==> src/core/lpd_pkg.sv <==
// Shared constants and types for the LED dimming driver core
package lpd_pkg;
    localparam int          LPD_CHANNELS     = 4;
    localparam int          LPD_CODE_W       = 8;
    localparam logic [7:0]  LPD_FRAME_LAST   = 8'hFE;
    localparam logic [7:0]  LPD_CODE_ZERO    = 8'h00;
    localparam logic [7:0]  LPD_CODE_FULL    = 8'hFF;
    localparam int          LPD_CLK_HZ       = 40_000_000;
    localparam int          LPD_OSC_HZ       = 100_000;
    localparam int          LPD_OSC_HALF_CYC = LPD_CLK_HZ / (2 * LPD_OSC_HZ);
    localparam logic [7:0]  LPD_OSC_HALF_LAST = 8'(LPD_OSC_HALF_CYC - 1);

    typedef enum logic [1:0] {
        LPD_ST_DETECT,
        LPD_ST_LATCH,
        LPD_ST_RUN
    } lpd_state_t;
endpackage : lpd_pkg

==> src/core/lpd_tick_if.sv <==
// Dimming clock tick carrier between the top and the clock selector
`timescale 1ns/100ps
interface lpd_tick_if;
    logic tick;
    logic ext_sel;
    modport src (output tick, output ext_sel);
    modport dst (input tick, input ext_sel);
endinterface : lpd_tick_if

==> src/core/lpd_core.sv <==
// Four-channel 8-bit PWM LED sink control with power-on open detection
//
// Notes on behaviour
// RULE1 - Duty per frame is the 8-bit code over 255, MSB weighted 2^7.
// RULE2 - An 8-bit dimming counter runs; output on while count below code.
// RULE3 - With gate active, on for code clocks in each repeating 255-clock frame.
// RULE4 - Pattern repeats until a new code is loaded into the channel latch.
// RULE5 - Code zero is always off, code 255 always on, no switching.
// RULE6 - All outputs start on after reset.
// RULE7 - Open detection runs once after power-up only.
// RULE8 - During detection outputs forced on, feedback out low until feedback in high.
// RULE9 - On detect strobe rising edge, latch per-output open flag from low voltage.
// RULE10 - Feedback passes to next driver only after open flags are latched.
// RULE11 - Open outputs are ignored for supply regulation feedback.
// RULE12 - Feedback out low when any non-open output is below reference.
// RULE13 - Without external clock, internal 100 kHz oscillator is the dimming clock.
// RULE14 - First rising edge on external clock pin switches the source.
// RULE15 - Channels independent; shared dimming clock and output gating.
`timescale 1ns/100ps
module lpd_core
    import lpd_pkg::*;
(
    // Clock and reset
    input  wire logic                      i_clock,
    input  wire logic                      i_rst,
    // Code latch load
    input  wire logic [LPD_CHANNELS-1:0]   i_code_load,
    input  wire logic [LPD_CODE_W-1:0]     i_code_data,
    // Pins and comparators
    input  wire logic                      i_output_gate_in,
    input  wire logic                      i_feedback_chain_in,
    input  wire logic                      i_ext_dimming_clock_in,
    input  wire logic [LPD_CHANNELS-1:0]   i_below_open_threshold,
    input  wire logic [LPD_CHANNELS-1:0]   i_below_feedback_ref,
    // Outputs
    output logic      [LPD_CHANNELS-1:0]   o_sink_on,
    output logic                           o_feedback_chain_out,
    output logic      [LPD_CHANNELS-1:0]   o_open_flags,
    output logic                           o_detect_done
);
    // Two-stage synchronisers for pin and analog inputs
    logic [2+2*LPD_CHANNELS:0] sync1_ff;
    logic [2+2*LPD_CHANNELS:0] sync2_ff;

    always_ff @(posedge i_clock or posedge i_rst)
    begin
        if (i_rst)
        begin
            sync1_ff <= '0;
            sync2_ff <= '0;
        end
        else
        begin
            sync1_ff <= {i_below_feedback_ref, i_below_open_threshold,
                         i_ext_dimming_clock_in, i_feedback_chain_in, i_output_gate_in};
            sync2_ff <= sync1_ff;
        end
    end

    logic                    gate_s;
    logic                    fb_in_s;
    logic                    ext_s;
    logic [LPD_CHANNELS-1:0] open_s;
    logic [LPD_CHANNELS-1:0] low_s;

    assign gate_s  = sync2_ff[0];
    assign fb_in_s = sync2_ff[1];
    assign ext_s   = sync2_ff[2];
    assign open_s  = sync2_ff[3 +: LPD_CHANNELS];
    assign low_s   = sync2_ff[3+LPD_CHANNELS +: LPD_CHANNELS];

    lpd_tick_if tick_bus ();

    lpd_clock_sel u_clock_sel (
        .i_clock     (i_clock),
        .i_rst       (i_rst),
        .i_ext_level (ext_s),
        .tick_out    (tick_bus.src)
    );

    // Detection sequencer
    lpd_state_t state_ff;
    logic       strobe_ff;

    always_ff @(posedge i_clock or posedge i_rst)
    begin
        if (i_rst)
            state_ff <= LPD_ST_DETECT;
        else
        begin
            case (state_ff)
                LPD_ST_DETECT: if (fb_in_s) state_ff <= LPD_ST_LATCH; // RULE8
                LPD_ST_LATCH:  state_ff <= LPD_ST_RUN;
                LPD_ST_RUN:    state_ff <= LPD_ST_RUN; // RULE7
                default:       state_ff <= LPD_ST_DETECT;
            endcase
        end
    end

    // Internal open-detect strobe, one pulse
    always_ff @(posedge i_clock or posedge i_rst)
    begin
        if (i_rst)
            strobe_ff <= 1'b0;
        else
            strobe_ff <= (state_ff == LPD_ST_DETECT) & fb_in_s;
    end

    logic [LPD_CHANNELS-1:0] open_ff;

    always_ff @(posedge i_clock or posedge i_rst)
    begin
        if (i_rst)
            open_ff <= '0;
        else if (strobe_ff && state_ff == LPD_ST_LATCH)
            open_ff <= open_s; // RULE9
    end

    always_ff @(posedge i_clock or posedge i_rst)
    begin
        if (i_rst)
            o_detect_done <= 1'b0;
        else
            o_detect_done <= (state_ff == LPD_ST_RUN);
    end

    // Feedback: low while detecting, then low on any non-open low output
    always_ff @(posedge i_clock or posedge i_rst)
    begin
        if (i_rst)
            o_feedback_chain_out <= 1'b0; // RULE8
        else if (state_ff != LPD_ST_RUN)
            o_feedback_chain_out <= 1'b0; // RULE10
        else
            o_feedback_chain_out <= fb_in_s & ~|(low_s & ~open_ff); // RULE11 RULE12
    end

    assign o_open_flags = open_ff;

    // Shared 8-bit frame counter on the dimming clock
    logic [7:0] count_ff;

    always_ff @(posedge i_clock or posedge i_rst)
    begin
        if (i_rst)
            count_ff <= 8'h00;
        else if (tick_bus.tick)
            count_ff <= (count_ff == LPD_FRAME_LAST) ? 8'h00 : count_ff + 8'h01; // RULE2 RULE3
    end

    function automatic logic chan_on(input logic [7:0] code, input logic [7:0] cnt);
        if (code == LPD_CODE_FULL)
            chan_on = 1'b1; // RULE5
        else if (code == LPD_CODE_ZERO)
            chan_on = 1'b0; // RULE5
        else
            chan_on = (cnt < code); // RULE1 RULE2
    endfunction : chan_on

    logic [LPD_CODE_W-1:0] code_ff [LPD_CHANNELS];

    genvar g;
    generate
        for (g = 0; g < LPD_CHANNELS; g++)
        begin : g_chan
            always_ff @(posedge i_clock or posedge i_rst)
            begin
                if (i_rst)
                    code_ff[g] <= LPD_CODE_FULL; // RULE6
                else if (i_code_load[g])
                    code_ff[g] <= i_code_data; // RULE4 RULE15
            end

            always_ff @(posedge i_clock or posedge i_rst)
            begin
                if (i_rst)
                    o_sink_on[g] <= 1'b1; // RULE6
                else if (state_ff != LPD_ST_RUN)
                    o_sink_on[g] <= 1'b1; // RULE8
                else
                    o_sink_on[g] <= gate_s & chan_on(code_ff[g], count_ff); // RULE3 RULE15
            end

            a_full_code_on : assert property (@(posedge i_clock) disable iff (i_rst) // RULE5
                (state_ff == LPD_ST_RUN && gate_s && code_ff[g] == LPD_CODE_FULL)
                |=> o_sink_on[g]) else $error("full code not on");
            a_zero_code_off : assert property (@(posedge i_clock) disable iff (i_rst) // RULE5
                (state_ff == LPD_ST_RUN && code_ff[g] == LPD_CODE_ZERO)
                |=> !o_sink_on[g]) else $error("zero code not off");
            a_pwm_compare : assert property (@(posedge i_clock) disable iff (i_rst) // RULE2
                (state_ff == LPD_ST_RUN && gate_s && code_ff[g] != LPD_CODE_FULL)
                |=> o_sink_on[g] == ($past(count_ff) < $past(code_ff[g])))
                else $error("pwm compare wrong");
            a_detect_forced_on : assert property (@(posedge i_clock) disable iff (i_rst) // RULE8
                (state_ff == LPD_ST_DETECT) |=> o_sink_on[g]) else $error("not forced on");
            a_code_hold : assert property (@(posedge i_clock) disable iff (i_rst) // RULE4
                !i_code_load[g] |=> $stable(code_ff[g]))
                else $error("code changed without load");
        end
    endgenerate

    a_frame_wrap : assert property (@(posedge i_clock) disable iff (i_rst) // RULE3
        (tick_bus.tick && count_ff == LPD_FRAME_LAST) |=> count_ff == 8'h00)
        else $error("frame length wrong");
    a_ext_tick_edge : assert property (@(posedge i_clock) disable iff (i_rst) // RULE14
        (tick_bus.ext_sel && tick_bus.tick) |-> ($past(ext_s) && !$past(ext_s, 2)))
        else $error("external tick without pin edge");
    a_fb_low_detect : assert property (@(posedge i_clock) disable iff (i_rst) // RULE10
        (state_ff != LPD_ST_RUN) |=> !o_feedback_chain_out) else $error("feedback early");
    a_detect_once : assert property (@(posedge i_clock) disable iff (i_rst) // RULE7
        (state_ff == LPD_ST_RUN) |=> state_ff == LPD_ST_RUN) else $error("detection repeated");
    a_latch_seq : assert property (@(posedge i_clock) disable iff (i_rst) // RULE9
        (state_ff == LPD_ST_DETECT && fb_in_s) |=> state_ff == LPD_ST_LATCH ##1
        (o_open_flags == $past(open_s))) else $error("open flags not latched");
    a_open_masked : assert property (@(posedge i_clock) disable iff (i_rst) // RULE11
        (state_ff == LPD_ST_RUN && fb_in_s && (low_s & ~open_ff) == '0)
        |=> o_feedback_chain_out) else $error("open output pulled feedback");
    a_fb_low_ref : assert property (@(posedge i_clock) disable iff (i_rst) // RULE12
        (state_ff == LPD_ST_RUN && (low_s & ~open_ff) != '0)
        |=> !o_feedback_chain_out) else $error("low output did not pull feedback");
endmodule : lpd_core

==> src/core/lpd_clock_sel.sv <==
// Dimming clock source: internal oscillator or external clock pin
`timescale 1ns/100ps
module lpd_clock_sel
    import lpd_pkg::*;
(
    // Clock and reset
    input  wire logic   i_clock,
    input  wire logic   i_rst,
    // Synchronised external clock level
    input  wire logic   i_ext_level,
    // Tick out
    lpd_tick_if.src     tick_out
);
    logic [7:0] div_ff;
    logic       osc_ff;
    logic       ext_prev_ff;
    logic       ext_sel_ff;
    logic       tick_ff;
    logic       ext_rise;

    assign ext_rise = i_ext_level & ~ext_prev_ff;

    // Internal oscillator toggles every half period
    always_ff @(posedge i_clock or posedge i_rst)
    begin
        if (i_rst)
        begin
            div_ff <= 8'h00;
            osc_ff <= 1'b0;
        end
        else if (div_ff == LPD_OSC_HALF_LAST)
        begin
            div_ff <= 8'h00;
            osc_ff <= ~osc_ff;
        end
        else
        begin
            div_ff <= div_ff + 8'h01;
        end
    end

    always_ff @(posedge i_clock or posedge i_rst)
    begin
        if (i_rst)
            ext_prev_ff <= 1'b0;
        else
            ext_prev_ff <= i_ext_level;
    end

    // First external rising edge selects the pin for good
    always_ff @(posedge i_clock or posedge i_rst)
    begin
        if (i_rst)
            ext_sel_ff <= 1'b0;
        else if (ext_rise)
            ext_sel_ff <= 1'b1; // RULE14
    end

    always_ff @(posedge i_clock or posedge i_rst)
    begin
        if (i_rst)
            tick_ff <= 1'b0;
        else if (ext_sel_ff)
            tick_ff <= ext_rise; // RULE14
        else
            tick_ff <= (div_ff == LPD_OSC_HALF_LAST) & ~osc_ff; // RULE13
    end

    assign tick_out.tick    = tick_ff;
    assign tick_out.ext_sel = ext_sel_ff;

    a_ext_sel_sticky : assert property (@(posedge i_clock) disable iff (i_rst) // RULE14
        ext_sel_ff |=> ext_sel_ff) else $error("external clock select dropped");
    a_ext_sel_cause : assert property (@(posedge i_clock) disable iff (i_rst) // RULE14
        $rose(ext_sel_ff) |-> $past(ext_rise)) else $error("select without edge");
    a_osc_tick_rate : assert property (@(posedge i_clock) disable iff (i_rst) // RULE13
        (!ext_sel_ff && tick_ff) |=> !tick_ff [*8]) else $error("oscillator tick too fast");
endmodule : lpd_clock_sel

==> config.mk <==
export PLATFORM = sky130hd
export DESIGN_NAME = lpd_core
export DESIGN_NICKNAME = d
export VERILOG_FILES = /design/src/core/lpd_pkg.sv /design/src/core/lpd_tick_if.sv /design/src/core/lpd_core.sv /design/src/core/lpd_clock_sel.sv
export SDC_FILE = /design/constraint.sdc
export NUM_CORES = 1
export LEC_CHECK = 0
export ABC_AREA = 1
export BUFFER_PORTS_ARGS = -buffer_cell sky130_fd_sc_hd__buf_2
export CORE_AREA = 2 2 91 93
export DETAILED_ROUTE_END_ITERATION = 10
export DIE_AREA = 0 0 93 95
export PLACE_DENSITY = 0.73
export SETUP_SLACK_MARGIN = 0.2
export SKIP_CTS_REPAIR_TIMING = 1
export SYNTH_ARGS = -nofsm -noshare
export SYNTH_HDL_FRONTEND = slang
export SYNTH_HIERARCHICAL = 1
export SYNTH_SLANG_ARGS = --single-unit
export TNS_END_PERCENT = 100
==> constraint.sdc <==
create_clock -name i_clock -period 2.4 [get_ports i_clock]
set_clock_uncertainty 0.15 [all_clocks]
set_input_delay 0.24 -clock i_clock [delete_from_list [all_inputs] [get_ports i_clock]]
set_output_delay 0.24 -clock i_clock [all_outputs]
set_load 0.005 [all_outputs]
==> flow_metrics.py <==
metrics = {
    "critical_path": {
        "endpoint_kind": "flip-flop",
        "critical_path.top_delay_family": "flip-flops",
        "max_stage_delay_ns": 0.54,
        "path_cells": "inv_1, ha_1, nand2_1, nand2_1, nand2_1, a21oi_1, nor2_1, nand2_1, nand2_1, nand2_1, nand2_1",
        "cpMostUsedCell": "nand2_1",
        "reg2reg_slack_ns": 0.75,
        "cp_num_buf_inv": 1,
        "critPathArrivalTime_ns": 1.80,
        "critPathKind": "flip-flop to flip-flop",
        "slowest_stage": "dfstp_2",
        "start_kind": "flip-flop",
        "crit_required_ns": 2.55,
        "worstPathMaxFanout": 3,
    },
    "clock_tree": {
        "clkLatencyLatePin_ns": 0.37,
        "htreeDepth": 3,
        "numCtsBuffers": 9,
        "clkTransAtPathRegs_ns": 0.10,
        "cts_max_path_buffers": 2,
        "cts_tree": "yes",
        "cts_root_buf": "clkbuf_8",
        "clkSinkCount": 87,
    },
    "yosys": {
        "synth.ff_latch_count": 87,
        "yosysSeqAreaShare_pct": 52.5,
        "synth-edff-count": 0,
        "synth_area_um2": 4230,
        "yosys_most_used_dff": "dfrtp_1",
        "ys_async_sr_fraction_pct": 100,
        "synth_top_area_cell": "dfrtp_1",
        "yosys_warnings": 6,
        "syn_inst": 476,
        "avgSynthCellArea_um2": 8.88,
        "synth.area.top_cells": "dfrtp_1 (30%), dfstp_2 (22%), nand2_1 (12%), ha_1 (10%), inv_1 (7.0%)",
        "synth_cell_types": 29,
        "synth_top_cell_area_share_pct": 30.2,
        "synth_nets": 536,
    },
    "grt": {
        "grt_pass1_vias": 3090,
        "grt_first_pass_wirelength_um": 14200,
        "antenna_found_initial": 0,
        "grt_max_degree": 33,
        "globalRouteMet2Util_pct": 36.6,
        "grt_util_met1_pct": 26.0,
        "busiest_layer": "met2",
        "overflow": 0,
        "grt_util_met3_pct": 5.43,
        "grtUsageTotal_pct": 21.5,
    },
    "detailed_routing": {
        "drtIter0Drc": 140,
        "num_vias": 3194,
        "drc_errors": 0,
        "viasPerCell": 4.95,
        "drt_pass1_iterations": 4,
        "routed_wl_um": 8890,
        "detail-route-antenna-nets": 0,
        "wl_per_cell_um": 13.8,
    },
    "sta": {
        "final.min_clock_period_ns": 1.65,
        "tightestPinTransition_ns": 0.608,
        "rsz0062_at_grt": "false",
        "finalSetupViolations": 0,
        "max_slew_margin_pct": 59.4,
        "finalSetupTns_ns": 0,
        "hold_violations": 4,
        "hold-worst-slack_ns": -0.0105,
        "fmax_mhz": 604,
        "finalCritPeriodShare_pct": 68.9,
        "slew_viol_final": 0,
    },
    "placed_design": {
        "gp_congestion": 0.814,
        "postPlaceCellArea_um2": 4550,
        "port_buffers": 34,
        "place_hpwl_um": 6280,
    },
    "power_and_ir_drop": {
        "p_total_uw": 3790,
        "peakVddDrop_mv": 0.529,
        "p_per_area_nw_per_um2": 774,
        "cellLeakagePower_uw": 0.00250,
    },
    "die": {
        "pin_count": 35,
        "initial_core_util_pct": 53.3,
        "die_w_um": 93,
        "die_area_um2": 8840,
        "placementRows": 33,
        "die_y_um": 95,
        "core_um2": 7930,
    },
    "hold_path": {
        "hp-class": "input pin to flip-flop",
    },
    "cells_and_area": {
        "fill_cells": 695,
        "area_growth_pct": 15.9,
        "nNetsFinal": 595,
        "drive_gt1_share_pct": 20.0,
        "seq_area_um2": 2220,
        "final_cell_mix": "nand2_1 (131), inv_1 (78), dfrtp_1 (51)",
        "diodes": 0,
        "layout_commonest_cell": "nand2_1",
        "final_area_um2": 4900,
        "multi_input_area_um2": 1690,
    },
    "status": {
        "outcome": "finished with violations",
        "violations": "hold timing",
    },
    "job": {
        "maxCapViolations": 0,
    },
}
-- cell usage after synthesis (all sizes together), types with 2 or more instances --
cell	count
o21ai	40
xor2	3
nor4	8
nand4	4
dfstp	36
clkbuf	4
dfrtp	51
mux2	3
nand2	137
nor2	42
inv	81
nand3	7
ha	35
a21oi	13
nor3	2
xnor2	2
o21bai	3
-- where the power goes --
part           switching [uW]  total [uW]  internal, uW
registers                 186        1890          1700
logic                     515         897           381
clock network             598        1010           411
-- registers in the layout, summed over array words and instances, names as in the netlist, 2 cells and up --
register	flops
o_sink_on	4
o_open_flags	4
state_ff	2
sync1_ff	11
code_ff	32
u_clock_sel/div_ff	8
sync2_ff	11
count_ff	8
-- kinds of logic (layout without fill, tap and decap cells) --
kind of cell               after synthesis  after routing  share of synthesized area, %
and+or+nand+nor                        202            202                          20.3
DFF                                     87             87                          52.5
buffers and inverters                   85            149                          7.54
AOI/OAI and AO/OA                       59             59                          7.40
adders and majority gates               35             35                          10.4
xor gates and xnor gates                 5              5                          1.04
muxes                                    3              3                         0.799
-- cell type report --
| class | count | share of cell area [%] |
|---|---|---|
| Tap cell | 105 | 2.68 |
| Clock buffer | 9 | 2.53 |
| Timing Repair Buffer | 52 | 7.30 |
| Inverter | 81 | 6.28 |
| Multi-Input combinational cell | 304 | 34.4 |
| Clock inverter | 7 | 1.40 |
| Sequential cell | 87 | 45.4 |
-- worst reg2reg max path, stage by stage (launching register included) --
cell     delay (ns)
dfstp_2        0.54
inv_1          0.07
ha_1           0.30
nand2_1        0.05
nand2_1        0.05
nand2_1        0.05
a21oi_1        0.13
nor2_1         0.05
nand2_1        0.05
nand2_1        0.04
nand2_1        0.05
nand2_1        0.05
-- routing by layer --
metal	up-vias	wire length, um
met2	81	4350
met5	-	0
met1	1490	3880
met3	17	445
li1	1606	-
met4	0	214
-- final timing paths --
| path | startpoint | end | cells after the start |
|---|---|---|---|
| min in group asynchronous | i_rst | u_clock_sel/ext_prev_ff | 3 |
| worst min-delay path | i_code_data[4] | code_ff[12] | 3 |
| max in group asynchronous | i_rst | o_sink_on[0] | 4 |
| worst max register to register | code_ff[21] | o_sink_on[1] | 11 |
| worst max-delay path | code_ff[21] | o_sink_on[1] | 11 |
| worst min register to register | sync1_ff[9] | sync2_ff[9] | 0 |
-- metrics by stage --
| step | instances | setup WS [ns] | utilization (%) |
|---|---|---|---|
| after global placement | 613 | 0.826 | 57.4 |
| after global routing | 645 | 0.577 | 61.8 |
| final | 645 | 0.745 | 61.8 |
| after detailed placement | 613 | 0.771 | 57.4 |
| after CTS | 629 | 0.763 | 59.8 |
| after floorplan | 476 | 0.886 | - |
(Power assumes the default switching activity.)
